## src/rsm_consts.svh

```systemverilog
// Constants of the reset phase sequencer
`ifndef RSM_CONSTS_SVH
`define RSM_CONSTS_SVH
`define RSM_SHORT_DELAY_CYCLES 13'h0100
`define RSM_LONG_DELAY_CYCLES 13'h1000
`define RSM_FETCH_CYCLES 2'h2
`define RSM_VECTOR_LOW_ADDR 16'hFFFE
`define RSM_VECTOR_HIGH_ADDR 16'hFFFF
`define RSM_CLK_PERIOD_NS 25
`define RSM_WDG_PULSE_NS 500
`define RSM_WDG_PULSE_CYCLES ((`RSM_WDG_PULSE_NS + `RSM_CLK_PERIOD_NS - 1) / `RSM_CLK_PERIOD_NS)
`define RSM_EXT_MIN_NS 75
`define RSM_EXT_MIN_CYCLES ((`RSM_EXT_MIN_NS + `RSM_CLK_PERIOD_NS - 1) / `RSM_CLK_PERIOD_NS)
`endif

```

## src/rsm_pkg.sv

```systemverilog
// Types of the reset phase sequencer
package rsm_pkg;
   typedef enum logic [1:0] {
      RSM_ACTIVE = 2'b00,
      RSM_DELAY = 2'b01,
      RSM_FETCH = 2'b10,
      RSM_RUN = 2'b11
   } rsm_phase_t;
   typedef enum logic [1:0] {
      RSM_SRC_NONE = 2'b00,
      RSM_SRC_EXT = 2'b01,
      RSM_SRC_LVD = 2'b10,
      RSM_SRC_WDG = 2'b11
   } rsm_source_t;
endpackage

```

## src/rsm_req_sync.sv

```systemverilog
// Asynchronous reset request capture and release synchroniser
`timescale 1ns/1ps
module rsm_req_sync (
   input wire logic sys_clk_in,
   input wire logic async_req_n_in,
   output logic req_sync_out
);
   logic stage1_reg;
   logic stage2_reg;

   // Request asserts at once, even with the clock stopped
   always_ff @(posedge sys_clk_in or negedge async_req_n_in) begin
      if (!async_req_n_in) begin
         stage1_reg <= 1'b1;
         stage2_reg <= 1'b1;
      end else begin
         stage1_reg <= 1'b0;
         stage2_reg <= stage1_reg;
      end
   end

   assign req_sync_out = stage2_reg;
endmodule

```

## src/rsm_reset_phase_sequencer.sv

```systemverilog
// Reset phase sequencer: sources, active, delay and vector fetch phases
// Summary of operation
// RULE1 - External pulse, low-voltage detector and watchdog all act on reset pin.
// RULE2 - Every reset runs active phase, then stabilisation delay, then vector fetch.
// RULE3 - Delay is 256 or 4096 clocks, chosen by a non-volatile option.
// RULE4 - Integrator picks delay length to suit the external oscillator.
// RULE5 - Reset pin held low during the whole stabilisation delay.
// RULE6 - Vector fetch lasts exactly 2 clock cycles after the delay.
// RULE7 - Execution starts at the routine pointed to by FFFEh-FFFFh.
// RULE8 - Reset pin is input plus open-drain output with weak pull-up.
// RULE9 - External low pulse recognised above minimum width, detected asynchronously.
// RULE10 - Low-voltage detector gives power-on and voltage-drop resets.
// RULE11 - Pin driven low while supply is below detector threshold.
// RULE12 - Watchdog underflow drives pin low for at least minimum pulse width.
// RULE13 - Asynchronous request release synchronised before delay counting.
// RULE14 - New request during delay or fetch restarts from active phase; pin requests are masked in delay and first fetch cycle.
`timescale 1ns/1ps
`include "rsm_consts.svh"
module rsm_reset_phase_sequencer (
   input wire logic sys_clk_in,
   input wire logic reset_n_in,
   input wire logic reset_pin_in,
   output logic reset_pin_out,
   output logic reset_pin_oe_out,
   input wire logic low_voltage_detector_in,
   input wire logic lvd_power_on_in,
   input wire logic watchdog_underflow_in,
   input wire logic long_delay_option_in,
   output logic cpu_reset_out,
   output logic vector_fetch_out,
   output logic [15:0] fetch_addr_out,
   output rsm_pkg::rsm_phase_t phase_out,
   output rsm_pkg::rsm_source_t source_out
);
   import rsm_pkg::*;

   localparam logic [12:0] WDG_PULSE = 13'(`RSM_WDG_PULSE_CYCLES);

   rsm_phase_t phase_reg;
   rsm_source_t source_reg;
   logic [12:0] count_reg;
   logic [12:0] wdg_count_reg;
   logic [1:0] fetch_count_reg;
   logic [15:0] fetch_addr_reg;
   logic pin_drive_reg;
   logic wdg_hold;
   logic ext_async_n;
   logic ext_req;
   logic int_req;
   logic any_req;
   logic drive_mask_reg;
   logic delay_end;

   // Last cycle of the stabilisation delay; shared by phase, fetch and pin logic
   function automatic logic is_delay_end(input rsm_phase_t ph, input logic [12:0] cnt);
      is_delay_end = (ph == RSM_DELAY) && (cnt == 13'h0001);
   endfunction

   // Phases in which the device itself pulls the pin low [RULE5]
   function automatic logic holds_pin(input rsm_phase_t ph, input logic [12:0] cnt);
      case (ph)
         RSM_ACTIVE: holds_pin = 1'b1;
         RSM_DELAY: holds_pin = !is_delay_end(ph, cnt);
         default: holds_pin = 1'b0;
      endcase
   endfunction

   // Option read only as the active phase ends; a change mid-delay waits a reset [RULE3]
   function automatic logic [12:0] delay_load(input logic long_sel);
      if (long_sel) begin
         delay_load = `RSM_LONG_DELAY_CYCLES;
      end else begin
         delay_load = `RSM_SHORT_DELAY_CYCLES;
      end
   endfunction

   // Pin low from outside, or reset itself, requests asynchronously [RULE9]
   // Own drive and the cycle after it are masked, else our own low would retrigger us
   assign ext_async_n = (reset_pin_in | pin_drive_reg | drive_mask_reg) & reset_n_in;

   rsm_req_sync u_ext_sync (
      .sys_clk_in(sys_clk_in),
      .async_req_n_in(ext_async_n),
      .req_sync_out(ext_req)
   );

   // Watchdog pulse stretcher [RULE12]
   always_ff @(posedge sys_clk_in or negedge reset_n_in) begin
      if (!reset_n_in) begin
         wdg_count_reg <= 13'h0000;
      end else if (watchdog_underflow_in) begin
         wdg_count_reg <= WDG_PULSE;
      end else if (wdg_count_reg != 13'h0000) begin
         wdg_count_reg <= wdg_count_reg - 13'h0001;
      end
   end

   assign wdg_hold = watchdog_underflow_in | (wdg_count_reg != 13'h0000);
   // All three sources merge into one request [RULE1] [RULE10] [RULE11]
   assign int_req = low_voltage_detector_in | wdg_hold;
   assign any_req = ext_req | int_req;
   assign delay_end = is_delay_end(phase_reg, count_reg);

   // Phase register; synchronised request release starts the sequence [RULE2] [RULE13]
   always_ff @(posedge sys_clk_in or negedge reset_n_in) begin
      if (!reset_n_in) begin
         phase_reg <= RSM_ACTIVE;
      end else if (any_req) begin
         // Restart on any new request [RULE14]
         phase_reg <= RSM_ACTIVE;
      end else begin
         case (phase_reg)
            RSM_ACTIVE: begin
               phase_reg <= RSM_DELAY;
            end

            RSM_DELAY: begin
               if (delay_end) begin
                  phase_reg <= RSM_FETCH;
               end
            end

            RSM_FETCH: begin
               // Exactly two fetch cycles [RULE6]
               if (fetch_count_reg == 2'h1) begin
                  phase_reg <= RSM_RUN;
               end
            end

            RSM_RUN: begin
               // Stays until a new request
               phase_reg <= RSM_RUN;
            end

            default: begin
               phase_reg <= RSM_ACTIVE;
            end
         endcase
      end
   end

   // Delay counter, loaded as the active phase ends [RULE3]
   always_ff @(posedge sys_clk_in or negedge reset_n_in) begin
      if (!reset_n_in) begin
         count_reg <= 13'h0000;
      end else if (any_req) begin
         count_reg <= 13'h0000;
      end else if (phase_reg == RSM_ACTIVE) begin
         count_reg <= delay_load(long_delay_option_in);
      end else if (phase_reg == RSM_DELAY) begin
         count_reg <= count_reg - 13'h0001;
      end
   end

   // Fetch counter; cleared on restart so a cut fetch never resumes [RULE6]
   always_ff @(posedge sys_clk_in or negedge reset_n_in) begin
      if (!reset_n_in) begin
         fetch_count_reg <= 2'h0;
      end else if (any_req) begin
         fetch_count_reg <= 2'h0;
      end else if (delay_end) begin
         fetch_count_reg <= `RSM_FETCH_CYCLES;
      end else if (phase_reg == RSM_FETCH) begin
         fetch_count_reg <= fetch_count_reg - 2'h1;
      end
   end

   // Cause of the latest reset, kept for diagnosis
   always_ff @(posedge sys_clk_in or negedge reset_n_in) begin
      if (!reset_n_in) begin
         source_reg <= RSM_SRC_NONE;
      end else if (low_voltage_detector_in) begin
         source_reg <= RSM_SRC_LVD;
      end else if (wdg_hold) begin
         source_reg <= RSM_SRC_WDG;
      end else if (ext_req && phase_reg != RSM_ACTIVE) begin
         source_reg <= RSM_SRC_EXT;
      end
   end

   // Vector address walk: low byte then high byte [RULE7]
   always_ff @(posedge sys_clk_in or negedge reset_n_in) begin
      if (!reset_n_in) begin
         fetch_addr_reg <= `RSM_VECTOR_LOW_ADDR;
      end else if (phase_reg == RSM_FETCH && fetch_count_reg == `RSM_FETCH_CYCLES) begin
         fetch_addr_reg <= `RSM_VECTOR_HIGH_ADDR;
      end else if (phase_reg != RSM_FETCH) begin
         fetch_addr_reg <= `RSM_VECTOR_LOW_ADDR;
      end
   end

   // Follows the drive by one cycle, covering the pin's rise after release
   always_ff @(posedge sys_clk_in or negedge reset_n_in) begin
      if (!reset_n_in) begin
         drive_mask_reg <= 1'b1;
      end else begin
         drive_mask_reg <= pin_drive_reg;
      end
   end

   // Open-drain drive: low during internal requests and whole delay [RULE5] [RULE8]
   always_ff @(posedge sys_clk_in or negedge reset_n_in) begin
      if (!reset_n_in) begin
         pin_drive_reg <= 1'b1;
      end else if (int_req) begin
         pin_drive_reg <= 1'b1;
      end else if (any_req) begin
         // Let go while only the outside holds the pin, so its release is seen
         pin_drive_reg <= 1'b0;
      end else begin
         pin_drive_reg <= holds_pin(phase_reg, count_reg);
      end
   end

   assign reset_pin_out = 1'b0;
   assign reset_pin_oe_out = pin_drive_reg;
   assign cpu_reset_out = (phase_reg != RSM_RUN);
   assign vector_fetch_out = (phase_reg == RSM_FETCH);
   assign fetch_addr_out = fetch_addr_reg;
   assign phase_out = phase_reg;
   assign source_out = source_reg;
endmodule

```

## config.mk

```make
export PLATFORM = sky130hd
export DESIGN_NAME = rsm_reset_phase_sequencer
export DESIGN_NICKNAME = d
export VERILOG_FILES = /design/src/rsm_pkg.sv /design/src/rsm_req_sync.sv /design/src/rsm_reset_phase_sequencer.sv
export VERILOG_INCLUDE_DIRS = /design/src
export SDC_FILE = /design/constraint.sdc
export NUM_CORES = 1
export LEC_CHECK = 0
export BUFFER_PORTS_ARGS = -buffer_cell sky130_fd_sc_hd__buf_2
export CAP_MARGIN = 20
export CORE_UTILIZATION = 48
export DETAILED_ROUTE_END_ITERATION = 8
export HOLD_SLACK_MARGIN = 0.08
export PLACE_DENSITY = 0.69
export SLEW_MARGIN = 20
export SYNTH_ARGS = -nofsm -noshare
export SYNTH_HDL_FRONTEND = slang
export SYNTH_HIERARCHICAL = 1
export SYNTH_SLANG_ARGS = --single-unit
```

## constraint.sdc

```tcl
create_clock -name sys_clk_in -period 2.1 [get_ports sys_clk_in]
set_input_delay 0.105 -clock sys_clk_in [delete_from_list [all_inputs] [get_ports sys_clk_in]]
set_output_delay 0.105 -clock sys_clk_in [all_outputs]
set_load 0.005 [all_outputs]
```

==> results.py, run 1 <==
metrics = {
    "place": {
        "place_ws_ns": 0.0153,
        "globalplace.congestion": 0.820,
        "placed_cell_area_mm2": 0.00228,
        "hpwl_um": 3040,
        "dp.cells": 298,
        "portBuffers": 13,
    },
    "hold_path": {
        "whs_endpoint": "count_reg[12]$_DFFE_PN0P_",
        "hp-start": "long_delay_option_in",
        "min_path_cells": 3,
        "min_path_type": "primary input to register",
    },
    "pwr": {
        "seqPwrFrac_pct": 50.9,
        "p_per_area_mw_per_mm2": 590,
        "power_leakage_uw": 0.00115,
        "clock_power_share_pct": 34.9,
        "intPower_uw": 1100,
        "netSwitchingFraction_pct": 25.4,
        "pwr-share-comb_pct": 14.2,
        "peakVddDrop_uv": 303,
        "p_sw_uw": 373,
    },
    "sta": {
        "finalClockSkew_ns": 0.0122,
        "timing.final.crit_share_pct": 98.2,
        "rsz0062_at_grt": "yes",
        "slew_violations": 0,
        "min_period_ns": 2.06,
        "max_freq_mhz": 485,
        "setup_ws_ns": 0.0373,
        "finalHoldViolCount": 0,
        "finalSetupViolations": 0,
        "fin_setup_tns_ns": 0,
    },
    "yosys": {
        "synth_top_cell_area_share_pct": 39.5,
        "yosysTopAreaCell": "dfrtp_1",
        "yosysSeqAreaShare_pct": 44.6,
        "synth.most_common_cell": "dfrtp_1",
        "ys.flop_type": "dfrtp_1",
        "synthArstFlopShare_pct": 100,
        "postSynthAreaPerCell_um2": 9.33,
        "synth_area_leaders": "dfrtp_1 (40%), buf_4 (5.7%), dfstp_2 (5.0%), a21oi_1 (4.6%), ha_1 (3.6%)",
        "synthCells": 224,
        "yosys-top-cells-count": "dfrtp_1 (33), nor2_1 (20), a21oi_1 (19), buf_4 (16), or3_1 (12)",
        "yosys_warnings": 6,
        "synth_edf_count": 0,
        "netlist_area_mm2": 0.00209,
        "ys_ff_latch": 37,
        "yosysUniqueCellTypes": 45,
    },
    "worst_setup_path": {
        "rr_worst_depth": 4,
        "rrSetupSlack_ns": 0.04,
        "worst_ep_required_time_ns": 2.30,
        "r2r-end": "count_reg[12]$_DFFE_PN0P_",
        "critical_path.startpoint_type": "register",
        "worstPathMaxFanout": 4,
        "timing.rr.start": "count_reg[9]$_DFFE_PN0P_",
        "crit_arrival_ns": 2.27,
        "critPathCaptureType": "register",
        "criticalPathCategory": "register to register",
    },
    "drt": {
        "postRouteAntennaNets": 0,
        "drc_errors": 0,
        "firstDrtPassIters": 4,
        "drt-wirelength-per-cell_um": 13.7,
        "first_iter_violations": 115,
        "vias_per_cell": 5.50,
        "vias": 1721,
        "wl_um": 4280,
    },
    "die": {
        "die-area_mm2": 0.00462,
        "pin_count": 31,
        "die_width_um": 68.0,
        "start_util_pct": 51.1,
        "rows": 23,
        "core_mm2": 0.00409,
        "die_height_um": 68.0,
    },
    "layout": {
        "n_fill_cell": 354,
        "area.growth.synth_to_final_pct": 19.2,
        "stdcell_area_mm2": 0.00249,
        "final_cells": 313,
        "fin_util_pct": 60.9,
        "antenna_cells": 0,
        "drive_gt1_share_pct": 27.8,
        "final_net_count": 275,
    },
    "outcome": {
        "outcome": "finished clean",
    },
    "clock_network": {
        "cts_tree": "built",
        "root_buffer": "clkbuf_8",
        "clkLatencyLatePin_ns": 0.29,
        "cts_buffers": 5,
        "clock-sinks": 37,
        "clk_pin_slew_worst_paths_ns": 0.07,
        "clock_path_buffers": 2,
        "cts_max_level": 2,
    },
    "job": {
        "maxCapViolations": 0,
    },
    "global_route": {
        "grt_pass1_vias": 1665,
        "grt_first_pass_wirelength_um": 7600,
        "grt_max_degree": 23,
        "overflow": 0,
        "antenna_found_initial": 0,
        "track_usage_pct": 22.2,
    },
}
## power groups by stage
stage	Clock, uW	Combinational (uW)	Sequential, uW
2_1_floorplan	0	118	765
3_3_place_gp	0	178	759
3_5_place_dp	0	180	760
4_1_cts	523	191	747
5_1_grt	554	236	750
6_report	512	209	748
## area by class of cell
| cell class | count | area (um^2) | area share, % |
|---|---|---|---|
| timing repair buffer | 42 | 290 | 11.7 |
| sequential | 37 | 932 | 37.4 |
| inverter | 8 | 30.0 | 1.21 |
| clock buffer | 8 | 90.1 | 3.62 |
| multi-input combinational | 168 | 1080 | 43.6 |
| tap | 50 | 62.6 | 2.51 |
## stage by stage
stage	hold WS, ns	total power, uW
final	0.201	1470
after global routing	0.200	1540
after CTS	0.190	1460
after detailed placement	0.0434	940
after global placement	0.0443	937
after floorplan	-0.191	884
## kinds of logic after synthesis
logic type | after synthesis | share of synthesized area, %
XOR/XNOR | 2 | 0.838
multiplexers | 2 | 1.02
AND/OR/NAND/NOR | 90 | 25.4
AO/OA/AOI/OAI | 51 | 15.2
flip-flops | 37 | 44.6
other | 3 | 0.539
adder cells (fa/ha/maj) | 6 | 3.59
buffers and inverters | 33 | 8.86
## metal layers
metal  up-vias  part of all wire [%]  global-route usage (%)
met5         -                     0                       0
met4         0                   1.4                    7.29
met3         6                   3.9                    4.67
met2        37                    46                    34.7
met1       825                    48                    30.4
li1        853                     -                       -
## placed cells by master (no fill, tap or decap), types with 5 or more instances in the layout
cell      instances
nor2_1           20
or3_1            10
nand2_1          10
conb_1           17
inv_1             6
o21ai_0           9
clkbuf_8          6
nor2b_1           5
a31oi_1           5
a21oi_1          19
buf_2            13
dfrtp_1          32
nor4_1            7
buf_4            26
nor3_1            5
## worst max-delay path by stage
stage                                      start                       endpoint  slack (ns)  cells past startpoint
finish                  count_reg[9]$_DFFE_PN0P_      count_reg[12]$_DFFE_PN0P_        0.04                      4
global route        wdg_count_reg[0]$_DFFE_PN0P_   wdg_count_reg[8]$_DFFE_PN0P_      -0.005                      6
CTS                 wdg_count_reg[1]$_DFFE_PN0P_   wdg_count_reg[8]$_DFFE_PN0P_        0.04                      6
detailed placement  wdg_count_reg[5]$_DFFE_PN0P_  wdg_count_reg[11]$_DFFE_PN0P_        0.02                      4
global placement    wdg_count_reg[5]$_DFFE_PN0P_   wdg_count_reg[0]$_DFFE_PN0P_        0.06                      5
floorplan               count_reg[0]$_DFFE_PN0P_       count_reg[8]$_DFFE_PN0P_        0.04                      7
## worst max-delay path: stages (launching register included)
cell,delay [ns]
dfrtp_1,0.41
or4_4,0.56
or3_4,0.38
or4_1,0.50
a31oi_1,0.13
## repair_timing
item	4_1_cts	5_1_grt
setup endpoints to repair	2	6
hold endpoints to repair	19	0
hold buffers	3	0
buffers inserted	0	4
resized for setup	3	11
pin swaps	0	1
Note: power is estimated with default switching activity, not from simulation.
==> run 2, diff against run 1 <==
Settings changed: CTS_BUF_LIST from default to sky130_fd_sc_hd__clkbuf_4.
==> run 2 against run 1 <==
Net effect: fmax is essentially flat; clock skew grew 0.0091 ns; non-clock buffer count is the same; setup slack gained 0.0019 ns; via count grew 1.3%; clock power shrank 24%; global-route usage shrank 0.14 points; critical endpoint unchanged; largest power group unchanged; sequential cell count is the same.
==> results.py, run 2 (synthesis results as in run 1) <==
metrics = {
    "outcome": {
        "outcome": "finished clean",
    },
    "die": {
        "rows": 23,
        "core_mm2": 0.00409,
        "start_util_pct": 51.1,
        "die_height_um": 68.0,
        "die-area_mm2": 0.00462,
        "pin_count": 31,
        "die_width_um": 68.0,
    },
    "sta": {
        "finalClockSkew_ns": 0.0213,
        "setup_ws_ns": 0.0391,
        "timing.final.crit_share_pct": 98.1,
        "whs_ns": 0.136,
        "finalSetupViolations": 0,
        "max_freq_mhz": 485,
        "fin_setup_tns_ns": 0,
        "slew_violations": 0,
        "finalHoldViolCount": 0,
        "min_period_ns": 2.06,
    },
    "drt": {
        "wl_um": 4320,
        "vias_per_cell": 5.57,
        "firstDrtPassIters": 4,
        "postRouteAntennaNets": 0,
        "drc_errors": 0,
        "first_iter_violations": 96,
        "drt-wirelength-per-cell_um": 13.8,
        "vias": 1743,
    },
    "job": {
        "maxCapViolations": 0,
    },
    "layout": {
        "fin_util_pct": 60.3,
        "n_fill_cell": 354,
        "area.growth.synth_to_final_pct": 18.0,
        "antenna_cells": 0,
        "final_net_count": 275,
        "drive_gt1_share_pct": 28.1,
        "layout_common_cells": "dfrtp_1 (32), buf_4 (26), nor2_1 (20), a21oi_1 (19), conb_1 (17)",
        "multi_input_area_mm2": 0.00109,
        "regArea_um2": 932,
        "layout.cells.most_common": "dfrtp_1",
    },
    "clock_network": {
        "cts_tree": "built",
        "clock_path_buffers": 2,
        "clock-sinks": 37,
        "cts_max_level": 2,
        "root_buffer": "clkbuf_4",
        "cts_buffers": 5,
        "clkLatencyLatePin_ns": 0.35,
        "clk_pin_slew_worst_paths_ns": 0.12,
    },
    "hold_path": {
        "min_path_type": "primary input to register",
    },
    "place": {
        "place_ws_ns": 0.0153,
        "globalplace.congestion": 0.820,
        "hpwl_um": 3040,
        "portBuffers": 13,
    },
    "worst_setup_path": {
        "critical_path.startpoint_type": "register",
        "criticalPathCategory": "register to register",
        "worst_ep_required_time_ns": 2.36,
        "critPathCaptureType": "register",
        "crit_path_cell_trace": "or4_4, or3_4, or4_1, a31oi_1",
        "crit_arrival_ns": 2.32,
        "slowest_stage": "or4_4",
        "cpPeakStageDelay_ns": 0.54,
        "worstPathMaxFanout": 4,
    },
    "global_route": {
        "antenna_found_initial": 0,
        "grt_pass1_vias": 1657,
        "overflow": 0,
        "grt_first_pass_wirelength_um": 7510,
        "track_usage_pct": 22.0,
        "grt_max_degree": 23,
    },
    "pwr": {
        "power_leakage_uw": 0.00114,
        "intPower_uw": 983,
        "clock_power_share_pct": 28.8,
        "netSwitchingFraction_pct": 27.3,
        "p_per_area_mw_per_mm2": 548,
        "peakVddDrop_uv": 421,
        "pwr-share-comb_pct": 15.8,
        "seqPwrFrac_pct": 55.4,
        "p_sw_uw": 368,
        "total_power_uw": 1350,
    },
}
-- run 2: per-stage QoR --
stage / instance area, um^2 / instances
6_report: 2460 / 313
5_1_grt: 2460 / 313
4_1_cts: 2370 / 309
3_5_place_dp: 2280 / 298
3_3_place_gp: 2280 / 298
2_1_floorplan: 2140 / 238
-- run 2: area by class of cell --
| class | count | share of cell area, % |
|---|---|---|
| clock buffers | 7 | 2.13 |
| clock inverters | 1 | 0.152 |
| well taps | 50 | 2.54 |
| flip-flops and latches | 37 | 37.8 |
| repair buffers | 42 | 11.8 |
| inverters | 8 | 1.22 |
| multi-input cells | 168 | 44.4 |
-- run 2: worst max-delay path: cells and delay by family (launching register included) --
family           cells  cell delay [ns]
AND/OR/NAND/NOR      3             1.42
flip-flops           1             0.43
AO/OA/AOI/OAI        1             0.13
-- run 2: power by group through the flow --
| stage | registers, uW | clock network, uW | logic (uW) |
|---|---|---|---|
| 4_1_cts | 746 | 399 | 187 |
| 3_3_place_gp | 759 | 0 | 178 |
| 6_report | 748 | 390 | 214 |
| 5_1_grt | 751 | 430 | 241 |
| 3_5_place_dp | 760 | 0 | 180 |
| 2_1_floorplan | 765 | 0 | 118 |
-- run 2: worst paths after layout --
check                                           startpoint                                end  slack, ns  cells after the start
setup reg to reg                  count_reg[9]$_DFFE_PN0P_          count_reg[12]$_DFFE_PN0P_       0.04                      4
setup / recovery                  count_reg[9]$_DFFE_PN0P_          count_reg[12]$_DFFE_PN0P_       0.04                      4
min in group asynchronous                       reset_n_in       wdg_count_reg[7]$_DFFE_PN0P_       0.18                      2
hold reg to reg            u_ext_sync/stage1_reg$_DFF_PN1_  u_ext_sync/req_sync_out$_DFF_PN1_       0.35                      0
max in group asynchronous                       reset_n_in          count_reg[12]$_DFFE_PN0P_       1.30                      3
hold / removal                       watchdog_underflow_in      wdg_count_reg[10]$_DFFE_PN0P_       0.14                      2
-- run 2: timing repair --
item,CTS,global route
pin swaps,0,3
endpoints found under the hold margin,27,0
endpoints found under the setup margin,4,19
setup buffers,0,4
resized for setup,1,14
hold buffers,3,0
-- run 2: metal layers --
metal  up-vias  GRT usage [%]  part of all wire (%)
li1        854              -                     -
met1       837           28.8                    47
met2        50           35.0                    47
met3         2           6.33                   4.7
met4         0           6.77                  0.62
met5         -              0                     0
